[config.mk]
export PLATFORM = sky130hd
export DESIGN_NAME = ppt_top
export DESIGN_NICKNAME = d
export VERILOG_FILES = /design/src/core/ppt_pkg.sv /design/src/core/ppt_top.sv
export SDC_FILE = /design/constraint.sdc
export NUM_CORES = 1
export LEC_CHECK = 0
export BUFFER_PORTS_ARGS = -buffer_cell sky130_fd_sc_hd__buf_2
export CORE_ASPECT_RATIO = 0.75
export CORE_UTILIZATION = 65
export DETAILED_ROUTE_END_ITERATION = 16
export MAX_ROUTING_LAYER = met4
export PLACE_DENSITY = 0.94
export SETUP_SLACK_MARGIN = 0.1
export SYNTH_ARGS = -nofsm -noshare
export SYNTH_HDL_FRONTEND = slang
export SYNTH_SLANG_ARGS = --single-unit
[constraint.sdc]
create_clock -name core_clk -period 4.8 [get_ports core_clk]
set_input_delay 0.96 -clock core_clk [delete_from_list [all_inputs] [get_ports core_clk]]
set_output_delay 0.96 -clock core_clk [all_outputs]
set_load 0.1 [all_outputs]
[src/core/ppt_pkg.sv]
// ppt_pkg: constants and carrier types for the pulse-per-second time-tag block.
// assumes a single 40 mhz core clock and bcd-coded utc time from the gps reference.
`default_nettype none

package ppt_pkg;

  // clock and timing, figures in their own units
  localparam int unsigned CLK_HZ        = 40_000_000;
  localparam int unsigned PULSE_US      = 1000;       // 1 ms pulse width
  localparam int unsigned LEAD_MS       = 500;        // message 0.5 s ahead of pulse
  localparam int unsigned PULSE_CYC     = (CLK_HZ / 1_000_000) * PULSE_US;
  localparam int unsigned LEAD_CYC      = (CLK_HZ / 1000) * LEAD_MS;

  // message layout, character index of each landmark
  localparam logic [4:0]  IDX_FIRST_SUM = 5'h01;      // first char after dollar
  localparam logic [4:0]  IDX_LAST_SUM  = 5'h1a;      // last year digit
  localparam logic [4:0]  IDX_LAST      = 5'h1f;      // line feed

  // ascii characters
  localparam logic [7:0]  CH_DOLLAR     = 8'h24;
  localparam logic [7:0]  CH_COMMA      = 8'h2c;
  localparam logic [7:0]  CH_DOT        = 8'h2e;
  localparam logic [7:0]  CH_STAR       = 8'h2a;
  localparam logic [7:0]  CH_CR         = 8'h0d;
  localparam logic [7:0]  CH_LF         = 8'h0a;
  localparam logic [7:0]  CH_ZERO       = 8'h30;
  localparam logic [7:0]  CH_A_MINUS_10 = 8'h37;      // 'A' - 10
  localparam logic [7:0]  CH_I          = 8'h49;
  localparam logic [7:0]  CH_N          = 8'h4e;
  localparam logic [7:0]  CH_Z          = 8'h5a;
  localparam logic [7:0]  CH_D          = 8'h44;
  localparam logic [7:0]  CH_A          = 8'h41;

  // fractional seconds in the tag: sent half a second after the boundary
  localparam logic [7:0]  FRAC_BCD      = 8'h50;

  // bcd utc time of the current gps second
  typedef struct packed {
    logic [15:0] year;
    logic [7:0]  month;
    logic [7:0]  day;
    logic [7:0]  hour;
    logic [7:0]  minute;
    logic [7:0]  second;
  } ppt_time_t;

  // setup selections
  typedef struct packed {
    logic        pps_on_radar;   // pulse chosen as clock data format
    logic [1:0]  tag_on_output;  // time-tag format chosen per data output
  } ppt_cfg_t;

  typedef enum logic {PPT_IDLE, PPT_SEND} ppt_state_t;

endpackage

`default_nettype wire

[src/core/ppt_top.sv]
// ppt_top: one pulse per second on the radar terminal and a once-per-second
// ascii time-tag message on up to two character outputs.
// assumes gps_sec_tick is a one-cycle pulse on each gps second boundary and
// that gps_time holds the utc time of that boundary from the tick onward.
`timescale 1ns/100ps
`default_nettype none

// Contract
// - pulse output is active high and lasts 1 ms, then returns low.
// - exactly one pulse per second, rising edge on the gps second boundary.
// - pulse reaches the radar terminal pin only when setup selects it.
// - time-tag message sent each second, half a second before the next pulse.
// - message carries utc time of sending; next pulse marks the next whole second.
// - order: dollar, identifier, time, day, month, year, star, checksum, terminator.
// - time as hhmmss.ss within 00-23, 00-59, 00.00-59.99.
// - day of month as two digits 01 to 31.
// - month as two digits 01 to 12.
// - year as four decimal digits.
// - checksum is xor of characters between dollar and star, sent in hex.
// - message ends with carriage return then line feed.
// - each of the two data outputs selects the time-tag format on its own.
module ppt_top #(
  parameter int unsigned PULSE_CYCLES = ppt_pkg::PULSE_CYC,
  parameter int unsigned LEAD_CYCLES  = ppt_pkg::LEAD_CYC
) (
  input  wire logic              core_clk,
  input  wire logic              srst,
  input  wire logic              gps_sec_tick,
  input  wire ppt_pkg::ppt_time_t gps_time,
  input  wire ppt_pkg::ppt_cfg_t  setup_cfg,
  input  wire logic [1:0]        tag_ready,
  output var  logic              radar_terminal_signal_pin,
  output var  logic [1:0]        tag_valid,
  output var  logic [7:0]        tag_char
);
  import ppt_pkg::*;

  // one bcd nibble to its ascii digit
  function automatic logic [7:0] dig(input logic [3:0] n);
    dig = CH_ZERO | {4'h0, n};
  endfunction

  // one nibble to an upper-case hex character
  function automatic logic [7:0] hexc(input logic [3:0] n);
    if (n > 4'h9) begin
      hexc = CH_A_MINUS_10 + {4'h0, n};
    end else begin
      hexc = CH_ZERO + {4'h0, n};
    end
  endfunction

  // character at a given message position:
  // 00 dollar, 01-05 talker and sentence, 06 comma
  // 07-0f time, 10-12 day
  // 13-15 month, 16-1a year
  // 1b star, 1c-1d checksum, 1e-1f cr lf
  function automatic logic [7:0] char_at(input logic [4:0] i,
                                         input ppt_time_t t,
                                         input logic [7:0] cs);
    case (i)
      5'h00:   char_at = CH_DOLLAR;
      5'h01:   char_at = CH_I;
      5'h02:   char_at = CH_N;
      5'h03:   char_at = CH_Z;
      5'h04:   char_at = CH_D;
      5'h05:   char_at = CH_A;
      5'h06:   char_at = CH_COMMA;
      5'h07:   char_at = dig(t.hour[7:4]);
      5'h08:   char_at = dig(t.hour[3:0]);
      5'h09:   char_at = dig(t.minute[7:4]);
      5'h0a:   char_at = dig(t.minute[3:0]);
      5'h0b:   char_at = dig(t.second[7:4]);
      5'h0c:   char_at = dig(t.second[3:0]);
      5'h0d:   char_at = CH_DOT;
      5'h0e:   char_at = dig(FRAC_BCD[7:4]);
      5'h0f:   char_at = dig(FRAC_BCD[3:0]);
      5'h10:   char_at = CH_COMMA;
      5'h11:   char_at = dig(t.day[7:4]);
      5'h12:   char_at = dig(t.day[3:0]);
      5'h13:   char_at = CH_COMMA;
      5'h14:   char_at = dig(t.month[7:4]);
      5'h15:   char_at = dig(t.month[3:0]);
      5'h16:   char_at = CH_COMMA;
      5'h17:   char_at = dig(t.year[15:12]);
      5'h18:   char_at = dig(t.year[11:8]);
      5'h19:   char_at = dig(t.year[7:4]);
      5'h1a:   char_at = dig(t.year[3:0]);
      5'h1b:   char_at = CH_STAR;
      5'h1c:   char_at = hexc(cs[7:4]);
      5'h1d:   char_at = hexc(cs[3:0]);
      5'h1e:   char_at = CH_CR;
      default: char_at = CH_LF;
    endcase
  endfunction

  // pulse timing state
  logic [31:0]  pulse_cnt_q;
  logic [31:0]  pulse_cnt_d;
  logic         pulse_q;
  logic         pulse_d;
  logic         pin_q;
  logic         pin_d;

  // second-phase state: counts from the boundary toward the message start
  logic [31:0]  lead_cnt_q;
  logic [31:0]  lead_cnt_d;
  logic         lead_run_q;
  logic         lead_run_d;
  ppt_time_t    sec_time_q;
  ppt_time_t    sec_time_d;

  // message sender state
  ppt_state_t   state_q;
  ppt_state_t   state_d;
  ppt_time_t    msg_time_q;
  ppt_time_t    msg_time_d;
  logic [4:0]   idx_q;
  logic [4:0]   idx_d;
  logic [7:0]   csum_q;
  logic [7:0]   csum_d;
  logic [1:0]   sel_q;
  logic [1:0]   sel_d;
  logic [1:0]   valid_q;
  logic [1:0]   valid_d;
  logic [7:0]   char_q;
  logic [7:0]   char_d;

  // decode wires
  wire logic        pulse_start;
  wire logic        pulse_end;
  wire logic        any_tag;
  wire logic        lead_hit;
  wire logic [1:0]  pend;
  wire logic        slot_free;
  wire logic        start_msg;
  wire logic [4:0]  idx_next;
  wire logic [7:0]  char_next;
  wire logic [7:0]  char_first;
  wire logic        in_sum;

  // pulse: a tick raises the line, the counter drops it after the width;
  // a tick inside a pulse is ignored so a glitchy reference cannot double it
  assign pulse_start = gps_sec_tick && !pulse_q;
  assign pulse_end   = pulse_q && (pulse_cnt_q == 32'(PULSE_CYCLES - 1));
  assign pulse_d     = pulse_start ? 1'b1 :
                       (pulse_end ? 1'b0 : pulse_q);
  assign pulse_cnt_d = pulse_start ? 32'h0 :
                       (pulse_q ? pulse_cnt_q + 32'h1 : 32'h0);
  // edge of the pin lines up with the tick: drive it from the same decision
  assign pin_d       = setup_cfg.pps_on_radar && pulse_d;

  // lead counter: restarted on every boundary, fires half a second later
  assign lead_hit    = lead_run_q && (lead_cnt_q == 32'(LEAD_CYCLES - 1));
  assign lead_run_d  = gps_sec_tick ? 1'b1 : (lead_hit ? 1'b0 : lead_run_q);
  assign lead_cnt_d  = gps_sec_tick ? 32'h0 :
                       (lead_run_q ? lead_cnt_q + 32'h1 : 32'h0);
  // the time of the boundary just passed; next pulse is that plus one second
  assign sec_time_d  = gps_sec_tick ? gps_time : sec_time_q;

  // a message only goes out if some output has the time-tag format chosen;
  // a message still draining from a slow output makes the next one skip
  assign any_tag     = (setup_cfg.tag_on_output != 2'h0);
  assign start_msg   = lead_hit && (state_q == PPT_IDLE) &&
                       any_tag;

  // character handover: each output drops its valid bit when it accepts,
  // the next character loads once every selected output has taken this one
  for (genvar g = 0; g < 2; g++) begin : g_pend
    assign pend[g] = valid_q[g] && !tag_ready[g];
  end
  assign slot_free   = (pend == 2'h0);
  assign idx_next    = idx_q + 5'h1;
  assign char_first  = char_at(5'h00, sec_time_q, 8'h00);
  assign char_next   = char_at(idx_next, msg_time_q, csum_q);
  assign in_sum      = (idx_next >= IDX_FIRST_SUM) && (idx_next <= IDX_LAST_SUM);

  // sender next state
  always_comb begin
    state_d    = state_q;
    msg_time_d = msg_time_q;
    idx_d      = idx_q;
    csum_d     = csum_q;
    sel_d      = sel_q;
    valid_d    = pend;
    char_d     = char_q;
    case (state_q)
      PPT_IDLE: begin
        valid_d = 2'h0;
        if (start_msg) begin
          state_d    = PPT_SEND;
          msg_time_d = sec_time_q;
          idx_d      = 5'h00;
          csum_d     = 8'h00;
          sel_d      = setup_cfg.tag_on_output;
          valid_d    = setup_cfg.tag_on_output;
          char_d     = char_first;
        end
      end
      PPT_SEND: begin
        if (slot_free) begin
          if (idx_q == IDX_LAST) begin
            // line feed accepted: message complete
            state_d = PPT_IDLE;
            valid_d = 2'h0;
          end else begin
            idx_d   = idx_next;
            char_d  = char_next;
            valid_d = sel_q;
            if (in_sum) begin
              csum_d = csum_q ^ char_next;
            end
          end
        end
      end
      default: begin
        state_d = PPT_IDLE;
        valid_d = 2'h0;
      end
    endcase
  end

  // pulse width counter
  always_ff @(posedge core_clk) begin
    if (srst) begin
      pulse_q     <= 1'b0;
      pulse_cnt_q <= 32'h0;
    end else begin
      pulse_q     <= pulse_d;
      pulse_cnt_q <= pulse_cnt_d;
    end
  end

  // pin flop, kept apart so the output stays a bare register
  always_ff @(posedge core_clk) begin
    if (srst) begin
      pin_q <= 1'b0;
    end else begin
      pin_q <= pin_d;
    end
  end

  // lead counter toward the message start
  always_ff @(posedge core_clk) begin
    if (srst) begin
      lead_run_q <= 1'b0;
      lead_cnt_q <= 32'h0;
    end else begin
      lead_run_q <= lead_run_d;
      lead_cnt_q <= lead_cnt_d;
    end
  end

  // time of the last boundary
  always_ff @(posedge core_clk) begin
    if (srst) begin
      sec_time_q <= '0;
    end else begin
      sec_time_q <= sec_time_d;
    end
  end

  // sender control
  always_ff @(posedge core_clk) begin
    if (srst) begin
      state_q <= PPT_IDLE;
      idx_q   <= 5'h00;
      sel_q   <= 2'h0;
    end else begin
      state_q <= state_d;
      idx_q   <= idx_d;
      sel_q   <= sel_d;
    end
  end

  // stream outputs; reset clears them so nothing looks valid early
  always_ff @(posedge core_clk) begin
    if (srst) begin
      valid_q <= 2'h0;
      char_q  <= 8'h00;
    end else begin
      valid_q <= valid_d;
      char_q  <= char_d;
    end
  end

  // message time and running checksum
  always_ff @(posedge core_clk) begin
    if (srst) begin
      msg_time_q <= '0;
      csum_q     <= 8'h00;
    end else begin
      msg_time_q <= msg_time_d;
      csum_q     <= csum_d;
    end
  end

  // outputs straight from flops
  assign radar_terminal_signal_pin = pin_q;
  assign tag_valid                 = valid_q;
  assign tag_char                  = char_q;

endmodule // ppt_top

`default_nettype wire

# Yosys cells after proc, flatten, opt, wreduce, memory -nomap -nowiden
# Index checks and enable logic that the tools add are counted.
# word_totals
ff_bits	205
latchBits	0
mem_bits_rw	0
rom_bits	0
in_bits	64
output_inout_bits	11
n_memories	0
# op_classes
addsub	7
mul	0
n_div	0
magnitude_cmp	4
n_eq_ne	37
shift	0
muxes	28
bitwise_logic	4
n_reduce_logical	22
# ops
operator	count
$pmux W7 S28	1
$eq A5 B5 Y1 const B	16
$add A32 B1 Y32 const B	2
$mux W8	7
$eq A5 B4 Y1 const B	8
$eq A32 B16 Y1 const B	1
$eq A32 B25 Y1 const B	1
$pmux W8 S2	2
$add A6 B4 Y7 const A	4
$eq A5 B3 Y1 const B	4
$mux W5	3
$mux W7	2
$eq A5 B2 Y1 const B	2
$pmux W5 S2	1
$logic_and A1 B1 Y1	9
$gt A4 B4 Y1 const B	2
$xor A8 B8 Y8	1
$mux W1	7
$mux W2	3
$reduce_or A3 Y1	2
$add A5 B1 Y5 const B	1
$eq A5 B1 Y1 const B	1
$ge A5 B1 Y1 const B	1
$le A5 B5 Y1 const B	1
13 further kinds	20

# Longest topological paths before layout
# Gate-level depths: netlist of run 1.
# logic_depth
ltp_word	9
mapped_depth	16

# Worst setup path after synthesis of run 1
# Ideal clock, no wire load.
# synth_path
kind	reg2reg
from	register idx_q[1]
to	register csum_q[1]
setup_time_ps	120
arrival_ps	3096
setup_slack_ps	1584
stages_incl_launch_ff	16
n_path_buf	4
synth_period_minus_slack_ps	3216
path_cell_list	dfxtp_1 ha_1 clkbuf_1 nand2_1 nor2_1 ha_1 buf_2 buf_1 clkbuf_1 a31oi_1 o21ai_0 nand3_1 nand2_1 nor4_1 nor2_1 a211o_1
# synth_between
elab_chain_cells	9
word_cells_on_any_way	46
classes_between	add/sub: 1; order compare: 2; eq/ne: 33; mux: 5; bitwise: 1; reduce/logical: 4
# synth_rtl
element	line	rtl
from (decl)	ppt_top.sv:117	logic [4:0] idx_q;
from (signal assigned)	ppt_top.sv:270	idx_q <= idx_d;
$add A5 B1 Y5	ppt_top.sv:172	assign idx_next = idx_q + 5'h1;
$eq A5 B5 Y1 / $eq A5 B3 Y1 (equally long branches)	ppt_top.sv:60	case (i)
$reduce_or A4 Y1 (no source line)	n/a	
$pmux W7 S28	ppt_top.sv:60	
$xor A8 B8 Y8	ppt_top.sv:210	csum_d = csum_q ^ char_next;
$mux W8	ppt_top.sv:209	if (in_sum) begin
$mux W8	ppt_top.sv:201	if (idx_q == IDX_LAST) begin
$mux W8	ppt_top.sv:200	if (slot_free) begin
$pmux W8 S2	ppt_top.sv:186	case (state_q)
to (signal assigned)	ppt_top.sv:293	csum_q <= csum_d;
to (decl)	ppt_top.sv:119	logic [7:0] csum_q;
# Several ways; a longest one is shown, not always the timed one. The select of a mux whose other input is x is not followed.
# A chain may end at the register's enable or synchronous reset.

# Worst setup path after layout of run 1
# layout_path
from	register idx_q[3]
to	register char_q[1], in the netlist tag_char[1]
# layout_between
elab_chain_cells	7
word_cells_on_any_way	40
classes_between	add/sub: 1; eq/ne: 32; mux: 4; reduce/logical: 3
# layout_rtl
element	line	rtl
$add A5 B1 Y5	ppt_top.sv:172	
$eq A5 B5 Y1 / $eq A5 B3 Y1 (equally long branches)	ppt_top.sv:60	
$reduce_or A4 Y1 (no source line)	n/a	
$pmux W7 S28	ppt_top.sv:60	
$mux W8	ppt_top.sv:201	
$mux W8	ppt_top.sv:200	
$pmux W8 S2	ppt_top.sv:186	
to (signal assigned)	ppt_top.sv:282	char_q <= char_d;
to (decl)	ppt_top.sv:125	logic [7:0] char_q;
# Several ways; a longest one is shown, not always the timed one. The select of a mux whose other input is x is not followed.

==> summary.txt, run 1 <==
GRT
  – Vias in the first global route: roughly 7500
  – Initial antenna violation count: 0
  – GR Overflow Total: 0
  – First-pass GRT wire length: roughly 38 mm
  – GRT Util Overall: between 30% and 40%
  – Largest net degree at the start of global routing: 86

Logic synthesis
  – Synth Net Count: between 1000 and 1500
  – Syn_area_per_cell: between 8 and 9 sq um
  – Synth Register Bits: roughly 200
  – Area fraction of the dominant cell type after synthesis: between 40% and 50%
  – Syn Inst Count: about 1100
  – Register area share after synthesis: 43.7%
  – Top post-synthesis cells by area: dfxtp_1 44%, nand2_1 7.0%, mux2i_1 7.0%, nor2_1 6.2%, a21oi_1 5.2%
  – EDFF count, synth: 0
  – Synth warnings: 0
  – Yosys top cell by area: dfxtp_1
  – Yosys cell types: 70
  – Synthesized area: between 9000 and 10000 sq um
  – Post-synth ARST share: 0%
  – Ys flop type: dfxtp_1

Critical path
  – Critical Path Start: idx_q[3]
  – Worst EP arrival: ~4300 ps
  – Worst path slowest cell: dfxtp_1
  – R2R Path Start: idx_q[3]
  – Crit-path cells: clkinv_1 > nor2_1 > ha_1 > buf_4 > and2_1 > a32oi_1 > o22ai_1 > a221o_1 > nor4_1 > nand2b_1 > a32o_1
  – Critical path class: reg -> reg
  – CP max FO: 35
  – Worst Setup End Kind: flop
  – Startpoint type of the worst setup path: flop
  – CP required: ~5200 ps
  – Largest stage delay, worst path: a little over 600 ps

Floorplanning
  – Starting Density: 67.2%
  – Core ar.: approximately 14000 sq um
  – Die width: around 140 um
  – Rows: 37
  – Chip height: around 110 um
  – Num ports: 75
  – Die Footprint: 14800 sq um

Route
  – Initial DRC Count: 981
  – Drt pass-1 iters: 7
  – Vias/cell: 6.14
  – Post-route ant nets: 0
  – WL final: roughly 24 mm
  – DR vias: slightly above 8000
  – Drt drc: 0
  – DR WL/cell: around 18 um

STA
  – Setup violations, final: 0
  – Slew margin rel.: roughly 22%
  – Final period util: around 80%
  – Min cycle time layout: around 4000 ps
  – Max Freq: 254 MHz
  – Setup TNS: 0 ps
  – Final hold violation count: 0
  – Max-slew violations: 0
  – RSZ-0062 raised after global routing: no
  – Final Skew: 9.76 ps
  – Tightest Pin Transition: about 1200 ps

Clock tree
  – CTS Root Cell: clkbuf_16
  – Post-CTS Resized: 0
  – Hold_buf cts: 0
  – # clock sinks: around 200
  – Post-CTS setup buffer count: 0
  – H-tree levels: 1
  – Clock Latency Late Sink: 500 ps
  – Max Buffers Root-to-Sink: 3
  – CTS tree: built
  – Clock transition at path regs: roughly 70 ps
  – Num CTS Buffers: 20

Power and ir drop
  – Leakage power: 3.83 nW
  – VDD IR max: 308 uV
  – Power per cell area: 321 nW/um^2

Flow run
  – Maxcap violations: 0

Layout
  – Share of cells above drive strength 1: about 11%
  – Ant. Diodes: 0
  – Fin cells: roughly 1400
  – Most frequent cells in the layout: 203 x dfxtp_1, 174 x nand2_1, 154 x nor2_1
  – Post-layout util: 74.3%
  – Most common cell after layout, fill and taps aside: dfxtp_1
  – Area added between synthesis and finish: 10.5%
  – Fin nets: about 1200

Placed design
  – Dpl cells: ~1300
  – IO Port Bufs: 73
  – RD Place Congestion: 1.02
  – Detail Placement HPWL: 16.4 mm

Outcome
  – Run status: completed

Hold path
  – HP Class: reg -> reg
  – Hold_sp: sec_time_q[50]
-- report_power, final --
| group | internal [W] | leakage [nW] | switching (W) |
|---|---|---|---|
| combinational | 0.0000561 | 1.90 | 0.0000769 |
| sequential | 0.00172 | 1.65 | 0.0000206 |
| clock | 0.000795 | 0.282 | 0.000641 |
| total | 0.00257 | 3.83 | 0.000738 |
-- stage by stage --
step	hold WS, ps	cell area [sq um]	setup slack [ps]	total power (W)
finish	447	10300	856	0.00331
global route	470	10300	564	0.00341
CTS	449	10300	951	0.00333
detailed placement	440	9690	976	0.00191
global placement	436	9690	1060	0.00190
floorplan	426	9310	1580	0.00186
-- Yosys cell counts, types with 7 or more instances --
cell	number
clkbuf_1	48
nor2_1	154
buf_1	7
mux2i_1	65
nor4_1	8
ha_1	10
nor2b_1	11
inv_1	17
and2_1	7
a21oi_1	96
dfxtp_1	203
a22oi_1	8
nor3_1	12
buf_2	11
mux2_2	7
or3_1	15
and3_1	19
xor2_1	39
o21ai_0	31
nand3_1	48
nand2_1	174
xnor2_1	18
nand4_1	13
-- flip-flops by register name, indices dropped and copies added (netlist names) --
name / flops
msg_time_q: 56
sec_time_q: 56
lead_cnt_q: 32
pulse_cnt_q: 32
csum_q: 7
tag_char: 7
idx_q: 5
sel_q: 2
tag_valid: 2
lead_run_q: 1
pulse_q: 1
radar_terminal_signal_pin: 1
state_q: 1
-- final cells by class --
class	count	area, sq um
fill	1013	3550
inverter	18	67.6
clock inverter	6	50.0
timing repair buffer	83	445
multi-input combinational	837	4900
tap	175	219
sequential	203	4060
clock buffer	29	544
-- routing by layer --
layer  global-route usage [%]  share of wire (%)
met1                     46.5                 45
met2                     48.2                 43
met3                     7.13                9.8
met4                     8.79                2.1
met5                        -                  0
-- worst max-delay path: cells and delay by family (launching register included) --
| kind | cells | cell delay (ps) |
|---|---|---|
| adders and majority gates | 1 | 420 |
| DFF | 1 | 620 |
| buffers and inverters | 2 | 810 |
| and+or+nand+nor | 4 | 1140 |
| AOI/OAI and AO/OA | 4 | 840 |
-- cell families (layout without fill, tap and decap cells) --
logic type	count (synthesis)	in the layout	synth area share, %
AND/OR/NAND/NOR	496	496	24.5
flip-flops	203	203	43.7
AO/OA/AOI/OAI	199	199	13.2
buffers and inverters	86	136	3.74
multiplexers	72	72	7.84
XOR/XNOR	59	59	5.71
adder cells (fa/ha/maj)	10	10	1.34
other	1	1	0.0403
-- path summary, 6_finish.rpt --
check | endpoint | slack [ps] | cells past startpoint
max | tag_char[1] | 860 | 11
min | msg_time_q[50] | 450 | 2
max reg2reg | tag_char[1] | 860 | 11
min reg2reg | msg_time_q[50] | 450 | 2
Note: power is estimated with default switching activity, not from simulation.
==> inputs of run 2 (changes only) <==
--- a/config.mk
+++ b/config.mk
@@ -7,10 +7,10 @@
 export LEC_CHECK = 0
 export BUFFER_PORTS_ARGS = -buffer_cell sky130_fd_sc_hd__buf_2
 export CORE_ASPECT_RATIO = 0.75
-export CORE_UTILIZATION = 65
+export CORE_UTILIZATION = 54
 export DETAILED_ROUTE_END_ITERATION = 16
 export MAX_ROUTING_LAYER = met4
-export PLACE_DENSITY = 0.94
+export PLACE_DENSITY = 0.84
 export SETUP_SLACK_MARGIN = 0.1
 export SYNTH_ARGS = -nofsm -noshare
 export SYNTH_HDL_FRONTEND = slang
==> constraint.sdc (replaced) <==
create_clock -name core_clk -period 3.17 [get_ports core_clk]
set_input_delay 0.634 -clock core_clk [delete_from_list [all_inputs] [get_ports core_clk]]
set_output_delay 0.634 -clock core_clk [all_outputs]
set_load 0.1 [all_outputs]
==> summary.txt, run 2 (synthesis results as in run 1) <==
Floorplanning
  – Chip height: 116 um
  – Die width: approximately 150 um
  – Rows: roughly 40
  – Starting Density: between 50% and 60%
  – Core ar.: approximately 17000 sq um
  – Num ports: 75
  – Die Footprint: ~18000 sq um

Hold path
  – HP Class: in -> reg
  – Hold_sp: setup_cfg[2]

STA
  – Tightest Pin Transition: about 1000 ps
  – Final hold violation count: 0
  – Setup violations, final: 0
  – Min cycle time layout: between 3000 and 4000 ps
  – Max-slew violations: 0
  – Slew margin rel.: about a third
  – Max Freq: between 300 and 400 MHz
  – Setup TNS: 0 ps
  – RSZ-0062 raised after global routing: yes
  – Final Skew: around 26 ps
  – Final WS setup: ~140 ps
  – Final period util: 95.6%

GRT
  – GR Overflow Total: 0
  – First-pass GRT wire length: 38.0 mm
  – Largest net degree at the start of global routing: 78
  – Initial antenna violation count: 0
  – GRT Util Overall: between 20% and 30%
  – Vias in the first global route: around 7200

Layout
  – Largest registers: msg_time_q (56), sec_time_q (56)
  – Fillers: around 1500
  – Fin nets: about 1300
  – Multi-input gate area: between 4000 and 5000 sq um
  – Share of cells above drive strength 1: between 10 and 15%
  – Fin cells: between 1000 and 1500
  – Most common cell after layout, fill and taps aside: dfxtp_1
  – Register area: between 4000 and 5000 sq um
  – Area added between synthesis and finish: 15.9%
  – Most frequent cells in the layout: 203 x dfxtp_1, 174 x nand2_1, 154 x nor2_1

Clock tree
  – CTS tree: built
  – Max Buffers Root-to-Sink: 3
  – H-tree levels: 1
  – Hold_buf cts: 0
  – Clock transition at path regs: ~70 ps
  – CTS Root Cell: clkbuf_16
  – Num CTS Buffers: 20
  – Post-CTS setup buffer count: 0
  – Clock Latency Late Sink: around 520 ps
  – # clock sinks: around 200

Power and ir drop
  – Power per cell area: ~510 nW/um^2
  – Leakage power: a little over 4 nW
  – VDD IR max: about 480 uV

Critical path
  – CP max FO: 7
  – CP required: approximately 3600 ps
  – Worst path slowest cell: ha_2
  – Worst EP arrival: 3480 ps
  – Worst Setup End Kind: flop
  – Worst path buffer plus inverter count: 0
  – Startpoint type of the worst setup path: flop
  – Largest stage delay, worst path: approximately 430 ps
  – Critical path class: reg -> reg
  – Crit-path cells: ha_1 > nand2_1 > nor2_1 > ha_2 > nor2b_1 > o32ai_1 > nor4b_1 > a211o_1 > a2111oi_2 > a211oi_2 > or3_1 > a21oi_1
  – CP delay by family, top: compound AO/OA/AOI/OAI gates
  – R2R Path Start: idx_q[0]
  – Critical Path Start: idx_q[0]

Route
  – Initial DRC Count: between 700 and 800
  – DR vias: 8121
  – Drt drc: 0
  – Wl on met1: roughly 12 mm
  – Wire length on met3: 1.90 mm
  – DR WL/cell: ~17 um
  – Post-route ant nets: 0
  – Drt pass-1 iters: 6
  – Vias/cell: 5.70
  – WL final: between 20 and 25 mm
  – Met2 WL: 9.95 mm
  – DR top layer: met4

Placed design
  – IO Port Bufs: 73
  – Dpl cells: 1387
  – Detail Placement HPWL: approximately 17 mm
  – Post-Place Worst Slack: 106 ps
  – RD Place Congestion: 1.05

Outcome
  – Run status: completed

Flow run
  – Maxcap violations: 0
## run 2: cell count changes in the layout (fill, tap and decap cells not counted), moves of 2 or more
cell / delta
clkinvlp_4: -2
a211oi_1: -2
clkbuf_8: +4
buf_4: +29
bufinv_16: +5
clkbuf_1: -6
a211oi_2: +2
## run 2: power breakdown
group	internal (W)	total [W]	switching, W
registers	0.00260	0.00263	0.0000297
logic	0.0000855	0.000199	0.000113
clock network	0.00169	0.00271	0.00102
## run 2: layer usage
layer / up-vias / global-route usage (%)
met5: - / -
li1: 4034 / -
met3: 40 / 6.47
met1: 3766 / 40.3
met4: 0 / 5.40
met2: 281 / 38.5
## run 2: metrics by stage
step,instance area (sq um),hold slack [ps],power [W],utilization (%)
global placement,9990,436,0.00288,59.4
detailed placement,9990,440,0.00288,59.4
floorplan,9320,426,0.00281,-
CTS,10800,317,0.00557,64.0
finish,10800,316,0.00554,64.1
global route,10800,317,0.00570,64.1
## run 2: layout make-up
| cell class | instances | area share (%) |
|---|---|---|
| well taps | 215 | 2.49 |
| clock buffers | 27 | 5.35 |
| inverters | 18 | 0.627 |
| multi-input cells | 837 | 45.7 |
| repair buffers | 114 | 6.44 |
| clock inverters | 9 | 1.72 |
| diodes | 1 | 0.0232 |
| flip-flops and latches | 203 | 37.7 |
## run 2: timing repair
action | CTS | global route
gates cloned | 0 | 0
setup endpoints to repair | 1 | 7
gates resized for setup | 1 | 4
## run 2: worst register-to-register path, stage by stage (launching register included)
cell and delay [ps]:
dfxtp_1 320, ha_1 230, nand2_1 110, nor2_1 50, ha_2 430, nor2b_1 110, o32ai_1 260, nor4b_1 100
a211o_1 330, a2111oi_2 390, a211oi_2 160, or3_1 320, a21oi_1 150
## run 2: path summary, 6_finish.rpt
path         cells after the start                   endpoint  slack (ps)
max                             12                  csum_q[3]         140
min                              2  radar_terminal_signal_pin         320
max reg2reg                     12                  csum_q[3]         140
min reg2reg                      2              msg_time_q[7]         450
